--- config.mk ---
export PLATFORM = sky130hd
export DESIGN_NAME = analog_ref_regulator_control
export DESIGN_NICKNAME = d
export VERILOG_FILES = /design/src/ref_reg_pkg.sv /design/src/analog_ref_regulator_control.sv /design/src/ref_settle_timer.sv /design/src/regulator_mode_select.sv
export SDC_FILE = /design/constraint.sdc
export NUM_CORES = 1
export LEC_CHECK = 0
export BUFFER_PORTS_ARGS = -buffer_cell sky130_fd_sc_hd__buf_2
export CAP_MARGIN = 30
export CORE_MARGIN = 8
export CORE_UTILIZATION = 43
export DETAILED_ROUTE_END_ITERATION = 7
export GPL_TIMING_DRIVEN = 0
export PLACE_DENSITY_LB_ADDON = 0.25
export REMOVE_ABC_BUFFERS = 1
export SYNTH_ARGS = -nofsm -noshare
export SYNTH_HDL_FRONTEND = slang
export SYNTH_SLANG_ARGS = --single-unit
--- constraint.sdc ---
create_clock -name mclk -period 5.9 [get_ports mclk]
set_input_delay 0.295 -clock mclk [delete_from_list [all_inputs] [get_ports mclk]]
set_output_delay 0.295 -clock mclk [all_outputs]
set_load 0.01 [all_outputs]
--- src/ref_reg_pkg.sv ---
// Package: register map, field layout, reset values and modes for the reference/regulator control block
`default_nettype none
package ref_reg_pkg;
	// ==========================================================
	// Register map
	localparam logic [11:0] ADDR_REF_CTRL   = 12'h000;
	localparam logic [11:0] ADDR_REG_CTRL   = 12'h004;
	localparam logic [11:0] ADDR_IRQ_STATUS = 12'h008;
	localparam logic [11:0] ADDR_IRQ_MASK   = 12'h00c;
	localparam logic [11:0] ADDR_CONDITIONS = 12'h010;
	localparam int          ADDR_W          = 12;

	// ==========================================================
	// Fields
	localparam int BIT_REF_ENABLE  = 7;
	localparam int BIT_REF_READY   = 6;
	localparam int BIT_TEMP_EN     = 5;
	localparam int BIT_TEMP_RANGE  = 4;
	localparam int BIT_GAIN_HI     = 1;
	localparam int BIT_GAIN_LO     = 0;
	localparam int BIT_SLEEP_MODE  = 1;
	localparam int BIT_RESERVED    = 0;

	localparam logic [7:0] REF_CTRL_WMASK  = 8'hb3;
	localparam logic [7:0] REG_CTRL_WMASK  = 8'h03;
	localparam logic [7:0] REF_CTRL_RESET  = 8'h00;
	localparam logic [7:0] REG_CTRL_RESET  = 8'h01;

	// Status / mask layout
	localparam int         NUM_EVENTS      = 3;
	localparam int         EV_READY_RISE   = 0;
	localparam int         EV_READY_FALL   = 1;
	localparam int         EV_TRACKING     = 2;

	// Settling delay of the reference
	localparam int         SETTLE_NS       = 25000;
	localparam int         CLK_PERIOD_NS   = 10;
	localparam int         SETTLE_CYCLES   = (SETTLE_NS + CLK_PERIOD_NS - 1) / CLK_PERIOD_NS;

	// AXI responses
	localparam logic [1:0] RESP_OKAY       = 2'h0;
	localparam logic [1:0] RESP_SLVERR     = 2'h2;

	// ==========================================================
	// Types
	typedef enum logic [1:0] {
		GAIN_OFF,
		GAIN_1X,
		GAIN_2X,
		GAIN_4X
	} adc_ref_gain_t;

	typedef enum logic [1:0] {
		PM_HIGH,
		PM_LOW,
		PM_POWER_SAVE,
		PM_TRACKING
	} reg_power_mode_t;

	typedef enum logic [1:0] {
		OSC_EXTERNAL,
		OSC_HF_16M,
		OSC_MF_1M_8M,
		OSC_LF_31K_500K
	} clock_source_t;

	// Operating conditions that steer the regulator mode
	typedef struct packed {
		logic          in_sleep;
		clock_source_t clock_source;
		logic          high_freq_internal_osc_active;
		logic          peripherals_active;
		logic          brownout_reset_enabled;
		logic          hf_osc_serves_peripheral;
		logic          self_write_active;
		logic          adc_converting;
		logic          supply_low;
	} regulator_conditions_t;

	// Analog control outputs
	typedef struct packed {
		logic          fixed_reference_enable;
		adc_ref_gain_t adc_ref_gain_select;
		logic          temp_sense_enable;
		logic          temp_range_select;
	} analog_controls_t;
endpackage : ref_reg_pkg
`default_nettype wire

--- src/analog_ref_regulator_control.sv ---
// Top: AXI4-Lite register bank for fixed reference, temperature indicator and regulator mode
//
// The register offsets and register access over AXI4-Lite are this design's own decisions.
`default_nettype none
module analog_ref_regulator_control
	import ref_reg_pkg::*;
#(
	parameter int SETTLE_COUNT = SETTLE_CYCLES
) (
	input  wire logic                  mclk,
	input  wire logic                  rstn,
	// AXI4-Lite slave
	input  wire logic [ADDR_W-1:0]     s_axi_awaddr,
	input  wire logic                  s_axi_awvalid,
	output logic                       s_axi_awready,
	input  wire logic [31:0]           s_axi_wdata,
	input  wire logic [3:0]            s_axi_wstrb,
	input  wire logic                  s_axi_wvalid,
	output logic                       s_axi_wready,
	output logic [1:0]                 s_axi_bresp,
	output logic                       s_axi_bvalid,
	input  wire logic                  s_axi_bready,
	input  wire logic [ADDR_W-1:0]     s_axi_araddr,
	input  wire logic                  s_axi_arvalid,
	output logic                       s_axi_arready,
	output logic [31:0]                s_axi_rdata,
	output logic [1:0]                 s_axi_rresp,
	output logic                       s_axi_rvalid,
	input  wire logic                  s_axi_rready,
	// Device conditions
	input  wire regulator_conditions_t conditions,
	// Analog controls and status
	output analog_controls_t           analog_ctrl,
	output reg_power_mode_t            regulator_mode,
	output logic                       irq
);
	// ==========================================================
	// Storage
	logic [7:0]            ref_ctrl_reg;
	logic [7:0]            reg_ctrl_reg;
	logic [NUM_EVENTS-1:0] irq_status_reg;
	logic [NUM_EVENTS-1:0] irq_mask_reg;
	logic                  aw_held_reg;
	logic                  w_held_reg;
	logic [ADDR_W-1:0]     awaddr_reg;
	logic [31:0]           wdata_reg;
	logic                  wstrb0_reg;
	logic                  ready_prev_reg;
	logic                  track_prev_reg;
	logic                  ref_ready;
	reg_power_mode_t       mode_now;
	reg_power_mode_t       mode_reg;
	logic                  wr_fire;
	logic                  wr_hit;
	logic                  wr_lane0;
	logic                  wr_ref_ctrl;
	logic                  wr_reg_ctrl;
	logic                  wr_status;
	logic                  wr_mask;
	logic                  rd_fire;
	logic [31:0]           rd_value;
	logic                  rd_hit;
	logic [NUM_EVENTS-1:0] events;
	logic [NUM_EVENTS-1:0] clear_bits;

	// ==========================================================
	// Submodules
	// Settle count is a parameter so a bench may shorten the delay
	ref_settle_timer #(
		.SETTLE_COUNT (SETTLE_COUNT)
	) u_settle (
		.mclk   (mclk),
		.rstn   (rstn),
		.enable (ref_ctrl_reg[BIT_REF_ENABLE]),
		.ready  (ref_ready)
	);

	regulator_mode_select u_mode (
		.sleep_mode_select (reg_ctrl_reg[BIT_SLEEP_MODE]),
		.cond              (conditions),
		.mode              (mode_now)
	);

	// ==========================================================
	// Write channel: address and data accepted in either order
	// Nothing is taken while a response waits, so one write at most is under way
	assign s_axi_awready = !aw_held_reg && !s_axi_bvalid;
	assign s_axi_wready  = !w_held_reg && !s_axi_bvalid;
	assign wr_fire       = aw_held_reg && w_held_reg && !s_axi_bvalid;

	always_ff @(posedge mclk or negedge rstn) begin
		if (!rstn) begin
			aw_held_reg <= 1'b0;
			awaddr_reg  <= '0;
		end else if (s_axi_awvalid && s_axi_awready) begin
			aw_held_reg <= 1'b1;
			awaddr_reg  <= s_axi_awaddr;
		end else if (wr_fire) begin
			aw_held_reg <= 1'b0;
		end
	end

	always_ff @(posedge mclk or negedge rstn) begin
		if (!rstn) begin
			w_held_reg <= 1'b0;
			wdata_reg  <= '0;
			wstrb0_reg <= 1'b0;
		end else if (s_axi_wvalid && s_axi_wready) begin
			w_held_reg <= 1'b1;
			wdata_reg  <= s_axi_wdata;
			wstrb0_reg <= s_axi_wstrb[0];
		end else if (wr_fire) begin
			w_held_reg <= 1'b0;
		end
	end

	// Write decode: one strobe per writable register
	always_comb begin
		wr_hit      = 1'b1;
		wr_ref_ctrl = 1'b0;
		wr_reg_ctrl = 1'b0;
		wr_status   = 1'b0;
		wr_mask     = 1'b0;
		if (awaddr_reg == ADDR_REF_CTRL) begin
			wr_ref_ctrl = 1'b1;
		end else if (awaddr_reg == ADDR_REG_CTRL) begin
			wr_reg_ctrl = 1'b1;
		end else if (awaddr_reg == ADDR_IRQ_STATUS) begin
			wr_status = 1'b1;
		end else if (awaddr_reg == ADDR_IRQ_MASK) begin
			wr_mask = 1'b1;
		end else if (awaddr_reg == ADDR_CONDITIONS) begin
			// Read-only mode view: the write is answered, nothing is stored
			wr_hit = 1'b1;
		end else begin
			wr_hit = 1'b0;
		end
	end

	// Only byte lane 0 carries register bits; a write without it is answered but ignored
	assign wr_lane0 = wr_fire && wstrb0_reg;

	// Unmapped addresses earn an error response and change nothing
	always_ff @(posedge mclk or negedge rstn) begin
		if (!rstn) begin
			s_axi_bvalid <= 1'b0;
			s_axi_bresp  <= RESP_OKAY;
		end else if (wr_fire) begin
			s_axi_bvalid <= 1'b1;
			s_axi_bresp  <= wr_hit ? RESP_OKAY : RESP_SLVERR;
		end else if (s_axi_bready) begin
			s_axi_bvalid <= 1'b0;
		end
	end

	// ==========================================================
	// Control registers; only byte lane 0 carries data
	always_ff @(posedge mclk or negedge rstn) begin
		if (!rstn) begin
			ref_ctrl_reg <= REF_CTRL_RESET;
		end else if (wr_lane0 && wr_ref_ctrl) begin
			// Ready bit and bits 3-2 are not stored
			ref_ctrl_reg <= wdata_reg[7:0] & REF_CTRL_WMASK;
		end
	end

	always_ff @(posedge mclk or negedge rstn) begin
		if (!rstn) begin
			reg_ctrl_reg <= REG_CTRL_RESET;
		end else if (wr_lane0 && wr_reg_ctrl) begin
			// Reserved bit stays writable; software is expected to keep it set
			reg_ctrl_reg <= wdata_reg[7:0] & REG_CTRL_WMASK;
		end
	end

	always_ff @(posedge mclk or negedge rstn) begin
		if (!rstn) begin
			irq_mask_reg <= '0;
		end else if (wr_lane0 && wr_mask) begin
			irq_mask_reg <= wdata_reg[NUM_EVENTS-1:0];
		end
	end

	// ==========================================================
	// Events: ready edges and entry to tracking
	// Ready history starts low, as ready itself does out of reset, so no false edge follows reset
	always_ff @(posedge mclk or negedge rstn) begin
		if (!rstn) begin
			ready_prev_reg <= 1'b0;
		end else begin
			ready_prev_reg <= ref_ready;
		end
	end

	// A supply already low at release counts as an entry to tracking and is reported
	always_ff @(posedge mclk or negedge rstn) begin
		if (!rstn) begin
			track_prev_reg <= 1'b0;
		end else begin
			track_prev_reg <= (mode_now == PM_TRACKING);
		end
	end

	assign events[EV_READY_RISE] = ref_ready && !ready_prev_reg;
	assign events[EV_READY_FALL] = !ref_ready && ready_prev_reg;
	assign events[EV_TRACKING]   = (mode_now == PM_TRACKING) && !track_prev_reg;

	// ==========================================================
	// Interrupt status: sticky, write one to clear
	assign clear_bits = (wr_lane0 && wr_status) ? wdata_reg[NUM_EVENTS-1:0] : '0;

	// Set is tested first, so an event in the clearing cycle is never lost
	for (genvar e = 0; e < NUM_EVENTS; e++) begin : g_status
		always_ff @(posedge mclk or negedge rstn) begin
			if (!rstn) begin
				irq_status_reg[e] <= 1'b0;
			end else if (events[e]) begin
				irq_status_reg[e] <= 1'b1;
			end else if (clear_bits[e]) begin
				irq_status_reg[e] <= 1'b0;
			end
		end
	end

	assign irq = |(irq_status_reg & irq_mask_reg);

	// ==========================================================
	// Read channel
	always_comb begin
		rd_value = '0;
		rd_hit   = 1'b1;
		if (s_axi_araddr == ADDR_REF_CTRL) begin
			rd_value[7:0] = ref_ctrl_reg;
			rd_value[BIT_REF_READY] = ref_ready;
		end else if (s_axi_araddr == ADDR_REG_CTRL) begin
			rd_value[7:0] = reg_ctrl_reg;
		end else if (s_axi_araddr == ADDR_IRQ_STATUS) begin
			rd_value[NUM_EVENTS-1:0] = irq_status_reg;
		end else if (s_axi_araddr == ADDR_IRQ_MASK) begin
			rd_value[NUM_EVENTS-1:0] = irq_mask_reg;
		end else if (s_axi_araddr == ADDR_CONDITIONS) begin
			rd_value[1:0] = mode_reg;
		end else begin
			rd_hit = 1'b0;
		end
	end

	// A new read address waits until the answer has been taken
	assign s_axi_arready = !s_axi_rvalid;
	assign rd_fire       = s_axi_arvalid && s_axi_arready;

	always_ff @(posedge mclk or negedge rstn) begin
		if (!rstn) begin
			s_axi_rvalid <= 1'b0;
			s_axi_rdata  <= '0;
			s_axi_rresp  <= RESP_OKAY;
		end else if (rd_fire) begin
			s_axi_rvalid <= 1'b1;
			s_axi_rdata  <= rd_value;
			s_axi_rresp  <= rd_hit ? RESP_OKAY : RESP_SLVERR;
		end else if (s_axi_rready) begin
			s_axi_rvalid <= 1'b0;
		end
	end

	// ==========================================================
	// Analog outputs come straight from control flops
	always_comb begin
		analog_ctrl.fixed_reference_enable = ref_ctrl_reg[BIT_REF_ENABLE];
		analog_ctrl.adc_ref_gain_select    = adc_ref_gain_t'(ref_ctrl_reg[BIT_GAIN_HI:BIT_GAIN_LO]);
		analog_ctrl.temp_sense_enable      = ref_ctrl_reg[BIT_TEMP_EN];
		analog_ctrl.temp_range_select      = ref_ctrl_reg[BIT_TEMP_RANGE];
	end

	// ==========================================================
	// Regulator mode is held in a flop so the analog side never sees a decode glitch
	always_ff @(posedge mclk or negedge rstn) begin
		if (!rstn) begin
			// Full-power regulation until the first conditions are sampled
			mode_reg <= PM_HIGH;
		end else begin
			mode_reg <= mode_now;
		end
	end

	assign regulator_mode = mode_reg;
endmodule : analog_ref_regulator_control
`default_nettype wire

--- src/ref_settle_timer.sv ---
// Settling timer: raises ready once the enabled reference has been on for the settle count
`default_nettype none
module ref_settle_timer
	import ref_reg_pkg::*;
#(
	parameter int SETTLE_COUNT = SETTLE_CYCLES
) (
	input  wire logic mclk,
	input  wire logic rstn,
	input  wire logic enable,
	output logic      ready
);
	localparam int CW = $clog2(SETTLE_COUNT + 1);
	localparam logic [CW-1:0] LAST = CW'(SETTLE_COUNT);

	logic [CW-1:0] count_reg;

	// ==========================================================
	// Counter restarts whenever the enable drops
	always_ff @(posedge mclk or negedge rstn) begin
		if (!rstn) begin
			count_reg <= '0;
		end else if (!enable) begin
			count_reg <= '0;
		end else if (count_reg != LAST) begin
			count_reg <= count_reg + CW'(1);
		end
	end

	// Ready only while enabled and settled; low at once on disable
	assign ready = enable && (count_reg == LAST);
endmodule : ref_settle_timer
`default_nettype wire

--- src/regulator_mode_select.sv ---
// Regulator power-mode selector from sleep state, clock source and activity
`default_nettype none
module regulator_mode_select
	import ref_reg_pkg::*;
(
	input  wire logic                  sleep_mode_select,
	input  wire regulator_conditions_t cond,
	output reg_power_mode_t            mode
);
	logic force_low;

	// ==========================================================
	// Power-save is vetoed by any of these activities
	assign force_low = cond.brownout_reset_enabled || cond.hf_osc_serves_peripheral ||
		cond.self_write_active || cond.adc_converting;

	always_comb begin
		mode = PM_LOW;
		if (cond.supply_low) begin
			mode = PM_TRACKING;
		end else if (!cond.in_sleep) begin
			case (cond.clock_source)
				OSC_EXTERNAL, OSC_HF_16M, OSC_MF_1M_8M: mode = PM_HIGH;
				default: mode = PM_LOW;
			endcase
		end else if (!sleep_mode_select) begin
			mode = PM_LOW;
		end else if (!cond.high_freq_internal_osc_active && !cond.peripherals_active && !force_low) begin
			mode = PM_POWER_SAVE;
		end else begin
			mode = PM_LOW;
		end
	end
endmodule : regulator_mode_select
`default_nettype wire

Word level (Yosys, flattened, before mapping)

Index checks and enable logic that the tools add are counted.

Input bits: 77
Register bits after elaboration: 66
Output and inout bits: 49
Logic and storage cells: 128

Bitwise logic cells: 1
Reductions and logical operators: 43
Mux-type cells: 49
Add/subtract/negate cells: 1
Equal/unequal tests: 14

Operators with widths:

| kind                                                  | count |
|---|---|
| equality test 12 x 4 -> 1 bit, second input constant  | 4 |
| 2-to-1 mux 1 bit                                      | 35 |
| equality test 12 x 3 -> 1 bit, second input constant  | 2 |
| equality test 12 x 5 -> 1 bit, second input constant  | 2 |
| logical NOT 12 bit                                    | 2 |
| 2-to-1 mux 12 bit                                     | 2 |
| logical AND 1 bit                                     | 18 |
| 2-to-1 mux 2 bit                                      | 8 |
| nonzero test 2 bit                                    | 7 |
| adder 12 x 1 -> 12 bit, second input constant         | 1 |
| equality test 12 bit, second input constant           | 1 |
| inequality test 12 bit, second input constant         | 1 |
| logical NOT 1 bit                                     | 10 |
| 2-to-1 mux 3 bit                                      | 3 |
| 2-to-1 mux 8 bit                                      | 1 |
| OR reduction 3 bit                                    | 2 |
| equality test 2 bit, second input constant            | 2 |
| AND 3 bit                                             | 1 |
| logical OR 1 bit                                      | 3 |
| equality test 2 x 1 -> 1 bit, second input constant   | 1 |
| logical NOT 2 bit                                     | 1 |
| inequality test 2 x 1 -> 1 bit, second input constant | 1 |

Longest topological paths before layout

Gate-level depths: netlist of run 1.

Word-level depth: 12
Gate-level depth with buffers: 6
Gate-level depth less buffers: 6

Hierarchy

From an unflattened synthesis of run 1, not the netlist that was laid out.

Cell total of the unflattened synthesis: 271
Area total of the unflattened synthesis: 3061.7 µm²

By module, submodules not included:

| module                       | instances | area each (µm²) | cells an instance | seq. area each (µm²) |
|---|---|---|---|---|
| analog_ref_regulator_control | 1         | 2333.5          | 197               | 1227.4 |
| ref_settle_timer             | 1         | 655.6           | 68                | 300.3 |
| regulator_mode_select        | 1         | 72.6            | 6                 | 0.0 |

Worst setup path after synthesis of run 1

OpenSTA, ideal clock, no wires.

Path type: register -> register
From: register awaddr_reg[1]
To: register irq_mask_reg[0]
Setup time: 0.128 ns
Required time: 5.772 ns
Slack: 3.981 ns
Stages on the path, launching flop included: 5
Data arrival time: 1.791 ns
Cell sequence: dfrtp_1 > or4_4 > nor4_4 > and3_1 > mux2_1

Longest elaborated chain between the ends: 6
Elaborated cells between the ends (all ways): 9

Ends and longest elaborated chain:

| element                       | RTL line                            | text |
|---|---|---|
| from (decl)                   | analog_ref_regulator_control.sv:45  | `logic [ADDR_W-1:0] awaddr_reg;` |
| from (signal assigned)        | analog_ref_regulator_control.sv:97  | `awaddr_reg <= s_axi_awaddr;` |
| equality test 12 x 4 -> 1 bit | analog_ref_regulator_control.sv:130 | `end else if (awaddr_reg == ADDR_IRQ_MASK) begin` |
| 2-to-1 mux 1 bit              | analog_ref_regulator_control.sv:130 |  |
| 2-to-1 mux 1 bit              | analog_ref_regulator_control.sv:128 | `end else if (awaddr_reg == ADDR_IRQ_STATUS) begin` |
| 2-to-1 mux 1 bit              | analog_ref_regulator_control.sv:126 | `end else if (awaddr_reg == ADDR_REG_CTRL) begin` |
| 2-to-1 mux 1 bit *            | analog_ref_regulator_control.sv:124 | `if (awaddr_reg == ADDR_REF_CTRL) begin` |
| logical AND 1 bit *           | analog_ref_regulator_control.sv:179 | `end else if (wr_lane0 && wr_mask) begin` |
| to (signal assigned)          | analog_ref_regulator_control.sv:180 | `irq_mask_reg <= wdata_reg[NUM_EVENTS-1:0];` |
| to (decl)                     | analog_ref_regulator_control.sv:42  | `logic [NUM_EVENTS-1:0] irq_mask_reg;` |

Mark *: on every way between the ends. The rest lies on a longest branch, timed or not.
A chain may end at the register's enable or synchronous reset.

Worst setup path in the final report of run 1

From: register awaddr_reg[1]
To: register irq_mask_reg[1]

Same word-level chain as after synthesis.

==> metrics, run 1 <==
row cnt 30; EDFF count, synth 0; Clock Path Buffers 2; Clk pwr share a little over a third; fin crit share a little over a third; run status finished, final reports clean; min-delay worst type in -> async; GPL Wtd Cong slightly above 0.8; Skew-Pair Late Insertion Delay ~330 ps; HPWL Detailed 4.66 mm; full die area about 10000 µm²; area delta synth->final 18.9%; max-cap violations 0; initial core utilization between 40% and 50%; Main synth FF type dfrtp_1; Hold Fails Final Rpt 0; violation count after the first detailed-route iteration 54; worst setup path startpoint awaddr_reg[1]; total negative setup slack 0 ps; switching share of power a little over a quarter; routed wire length roughly 6.1 mm; Pre-Repair DR Iteration Count 5; CP max FO 6; I/O pin count between 100 and 150; crit path time final 2070 ps; sequential fraction of the synthesis area about 52%; share of layout cells above drive strength 1 ~36%; Max VDD drop roughly 0.19 mV; cts-stage hold buffer count 0; Post-Syn Area slightly below 3000 µm²; Final setup viols 0; global route overflow 0; global-route wire length before repair about 10 mm; Crit. End Element flip-flop; Sw Pwr between 0.0003 and 0.0004 W; Antenna Violating Nets Remaining 0; die width about 99 µm; initial antenna violation count 0; Max Slew Vio Count 0; residual DRC count 0; r2r startpoint awaddr_reg[1]; wire length per cell between 10 and 15 µm; core area 6680 µm²; Rel. slew slack a little under half; crit path DAT around 2300 ps; via density per instance roughly 5; fill cell count between 600 and 700; Power, Total 0.00119 W; Power Density approximately 340 nW/µm²; NumNets Final 404; chip height ~99 µm; Clock Sinks 61; WP data required 6110 ps; Root Driver clkbuf_8; combinational fraction of design power ~18%; Int Pwr 0.000866 W; total CTS buffers 9; post-CTS resize count 0; worst slew pin tran 820 ps; YS warnings 0; Yosys reg bits between 60 and 70; Setup Skew 10.2 ps; all-layer global routing usage between 10% and 20%; largest net degree at the start of global routing 32; share of flip-flops with an asynchronous set or reset between 90% and 100%; R2R Setup Slk roughly 3800 ps; Synth Instances between 200 and 300; routed vias approximately 2000; n_diodes 0; highest clock rate ~480 MHz; Crit Path Category reg -> reg; port bufs between 60 and 70; syn_area_per_cell roughly 12 µm²; Leak Pwr 1.74 nW; CTS tree done; vias in the first global route between 2000 and 2500; Yosys cell types a little under 50; share of power burned in registers between 40% and 50%; H-tree depth 3; crit start category flip-flop; clk slew on worst S/H paths ~70 ps; postcts setup bufs 0; RSZ-0062 raised after global routing no
==> cells in the mapped netlist (2+ instances only) <==
library cell | count | area share, %
nor4b_1 | 2 | 0.60
xnor2_1 | 3 | 0.90
dfrtp_1 | 60 | 51
a21o_1 | 2 | 0.51
a21boi_0 | 3 | 0.77
buf_4 | 28 | 7.2
a22o_1 | 5 | 1.5
mux2_1 | 3 | 1.2
o21ai_0 | 7 | 1.2
o32ai_1 | 2 | 0.60
nand3_1 | 4 | 0.68
inv_1 | 12 | 1.5
nor2_1 | 8 | 1.0
ha_1 | 2 | 0.85
nand3b_1 | 2 | 0.51
nand4b_1 | 4 | 1.2
or2_2 | 2 | 0.43
nor2b_1 | 4 | 0.85
nand2_1 | 9 | 1.2
mux2_2 | 26 | 10
a21oi_1 | 6 | 1.0
mux2i_1 | 4 | 1.4
xor2_1 | 4 | 1.2
nor4_1 | 2 | 0.43
clkbuf_1 | 6 | 0.77
nor3_1 | 8 | 1.4
or3_1 | 5 | 1.1
and2_1 | 8 | 1.7
==> stage by stage <==
stage | std cells | utilization [%] | setup WS, ps | area (µm²) | hold WS (ps)
floorplan | 244 | - | 3980 | 2790 | -0.591
global placement | 393 | 48.5 | 3830 | 3240 | 423
detailed placement | 394 | 48.8 | 3820 | 3260 | 388
CTS | 410 | 52.1 | 3810 | 3480 | 21.3
global route | 410 | 52.1 | 3710 | 3480 | 54.7
finish | 410 | 52.1 | 3830 | 3480 | 5.69
==> cells by family after synthesis <==
| kind of cell | synth area share [%] |
|---|---|
| other | 0.128 |
| adders and majority gates | 0.854 |
| AOI/OAI and AO/OA | 7.95 |
| muxes | 12.5 |
| buffers and inverters | 9.48 |
| xor gates and xnor gates | 2.09 |
| DFF | 52.2 |
| and+or+nand+nor | 14.8 |
==> power by group through the flow <==
stage	clock network, W	registers, W	logic, W
floorplan	0	0.000552	0.000154
global placement	0	0.000569	0.000209
finish	0.000415	0.000564	0.000214
detailed placement	0	0.000573	0.000219
global route	0.000444	0.000575	0.000237
CTS	0.000424	0.000565	0.000219
==> area by class of cell <==
type,instances,area [µm²],share of cell area [%]
clock inverter,6,86.3,2.48
sequential,61,1530,43.9
inverter,12,45.0,1.29
tap,80,100,2.87
clock buffer,10,138,3.95
multi-input combinational,171,1220,35.1
timing repair buffer,70,365,10.5
==> layer usage <==
| layer | global-route usage [%] | routed length [µm] | part of all wire, % | up-vias |
|---|---|---|---|---|
| met1 | 14.9 | 2680 | 44 | 979 |
| met3 | 6.69 | 721 | 12 | 12 |
| met4 | 7.20 | 115 | 1.9 | 0 |
| met2 | 19.1 | 2570 | 42 | 82 |
| met5 | 0 | 0 | 0 | - |
| li1 | - | - | - | 979 |
==> critical path, cell delays in order (launching register included) <==
cell,delay (ps)
dfrtp_1,390
or4_4,560
nor4_4,380
and3_1,300
mux2_1,330
==> path summary, 6_finish.rpt <==
path                                endpoint  cells past startpoint
max in group asynchronous    ref_ctrl_reg[5]                      2
max reg2reg                  irq_mask_reg[1]                      4
min                              aw_held_reg                      1
min in group mclk             track_prev_reg                      1
min reg2reg                irq_status_reg[0]                      1
max                          irq_mask_reg[1]                      4
==> cell usage in the layout (no fill, tap or decap), types with 8 or more instances in the layout <==
| cell | synthesis | final |
|---|---|---|
| and2_1 | 8 | 8 |
| clkbuf_8 | 0 | 10 |
| dfrtp_1 | 60 | 60 |
| buf_2 | 0 | 69 |
| mux2_2 | 26 | 26 |
| nor3_1 | 8 | 8 |
| nand2_1 | 9 | 9 |
| inv_1 | 12 | 12 |
| nor2_1 | 8 | 8 |
| conb_1 | 1 | 27 |
Power figures use the tool's default switching activity.
==> run 2, diff against run 1 <==
==> constraint.sdc (replaced) <==
create_clock -name mclk -period 1.75 [get_ports mclk]
set_input_delay 0.0875 -clock mclk [delete_from_list [all_inputs] [get_ports mclk]]
set_output_delay 0.0875 -clock mclk [all_outputs]
set_load 0.01 [all_outputs]
==> metrics, run 2 (synthesis results as in run 1) <==
run status finished with violations; failing checks setup timing; worst-path cell chain or4b_4, nor4_4, and3_4, mux2_4; Rel. slew slack between 50% and 60%; RSZ-0062 raised after global routing yes; Pre-Repair DR Iteration Count 4; Max VDD drop 0.651 mV; Sequential Area approximately 1500 µm²; vias in the first global route 2255; crit start category flip-flop; Leak Pwr 1.90 nW; port bufs 69; commonest non-fill, non-tap cells in the layout buf_2, dfrtp_1, conb_1, mux2_2, dlygate4sd3_1; all-layer global routing usage between 10% and 20%; Crit Path Category reg -> reg; Root Driver clkbuf_8; Antenna Violating Nets Remaining 0; H-tree depth 3; R2R cell count 4; die width ~99 µm; utilization after layout about 57%; Clock Sinks between 60 and 70; largest net degree at the start of global routing 32; clk slew on worst S/H paths roughly 70 ps; highest clock rate ~520 MHz; WP data required 1960 ps; Clock Path Buffers 2; core area 6680 µm²; CP max FO 3; share of layout cells above drive strength 1 about two fifths; worst hold margin roughly 76 ps; crit path time final ~1900 ps; pre-CTS setup slack -330 ps; fin crit share 109%; final cell count without fillers 441; violation count after the first detailed-route iteration between 50 and 60; initial core utilization 43.8%; HPWL Detailed about 4.7 mm; final worst setup slack -165 ps; n_diodes 0; Power Density about 1100 nW/µm²; Final setup viols 14; row cnt 30; worst slew pin tran between 700 and 800 ps; full die area between 9000 and 10000 µm²; Setup Skew approximately 11 ps; CP max stage delay ~550 ps; via density per instance 4.97; Hold Fails Final Rpt 0; Cells on Worst Hold Path 3; wire length per cell around 15 µm; global route overflow 0; chip height 98.5 µm; min-delay worst type in -> reg; Crit. End Element flip-flop; slowest CP cell or4b_4; total CTS buffers 9; fill cell count approximately 590; most common cell after layout, fill and taps aside buf_2; routed vias ~2200; Multi-input gate area approximately 1300 µm²; global-route wire length before repair ~11 mm; I/O pin count roughly 130; placed cell count between 300 and 400; GPL Wtd Cong approximately 0.81; NumNets Final roughly 440; residual DRC count 0; Skew-Pair Late Insertion Delay 330 ps; CTS tree done; Max Slew Vio Count 0; routed wire length ~6.6 mm; area delta synth->final 31.1%; crit path DAT between 2000 and 2500 ps; initial antenna violation count 0; max-cap violations 0
run 2: power by group:
part / switching [W] / internal, W
combinational: 0.000347 / 0.000459
clock: 0.000566 / 0.000838
sequential: 0.000228 / 0.00168
total: 0.00114 / 0.00298
run 2: what timing repair did:
action,4_1_cts,5_1_grt
pin swaps,3,2
endpoints found under the setup margin,34,29
buffers inserted,8,0
hold buffers,23,0
cloned,0,0
resized for setup,11,8
hold endpoints to repair,53,0
run 2: critical path, delay by kind of cell, from the launching register on:
family        cells  cell delay (ps)
simple gates      3             1090
flops             1              390
mux               1              310
run 2: cell type report:
| cell class | count | share of cell area, % |
|---|---|---|
| Multi-Input combinational cell | 171 | 33.5 |
| Timing Repair Buffer | 101 | 17.2 |
| Sequential cell | 61 | 39.8 |
| Clock buffer | 10 | 3.58 |
| Clock inverter | 6 | 2.25 |
| Inverter | 12 | 1.17 |
| Tap cell | 80 | 2.61 |
run 2: metal layers:
layer,wire length [µm],vias to the layer above,track usage [%]
li1,-,1046,-
met1,2830,1047,16.3
met2,2960,88,21.4
met3,648,12,5.99
met4,112,0,7.20
met5,0,-,0
run 2: metrics by stage:
| step | TNS (ps) | power (W) | area [µm²] |
|---|---|---|---|
| 2_1_floorplan | -637 | 0.00238 | 2790 |
| 3_3_place_gp | -2990 | 0.00262 | 3240 |
| 3_5_place_dp | -3260 | 0.00267 | 3260 |
| 4_1_cts | -1620 | 0.00415 | 3810 |
| 5_1_grt | -2730 | 0.00433 | 3840 |
| 6_report | -1690 | 0.00412 | 3840 |
run 2: final timing paths:
path,from,endpoint,slack (ps)
hold reg to reg,ready_prev_reg,irq_status_reg[0],440
min in group asynchronous,rstn,aw_held_reg,340
hold / removal,s_axi_araddr[3],s_axi_rdata[2],80
setup reg to reg,awaddr_reg[4],irq_mask_reg[1],-170
max in group asynchronous,rstn,ref_ctrl_reg[5],800
setup / recovery,awaddr_reg[4],irq_mask_reg[1],-170
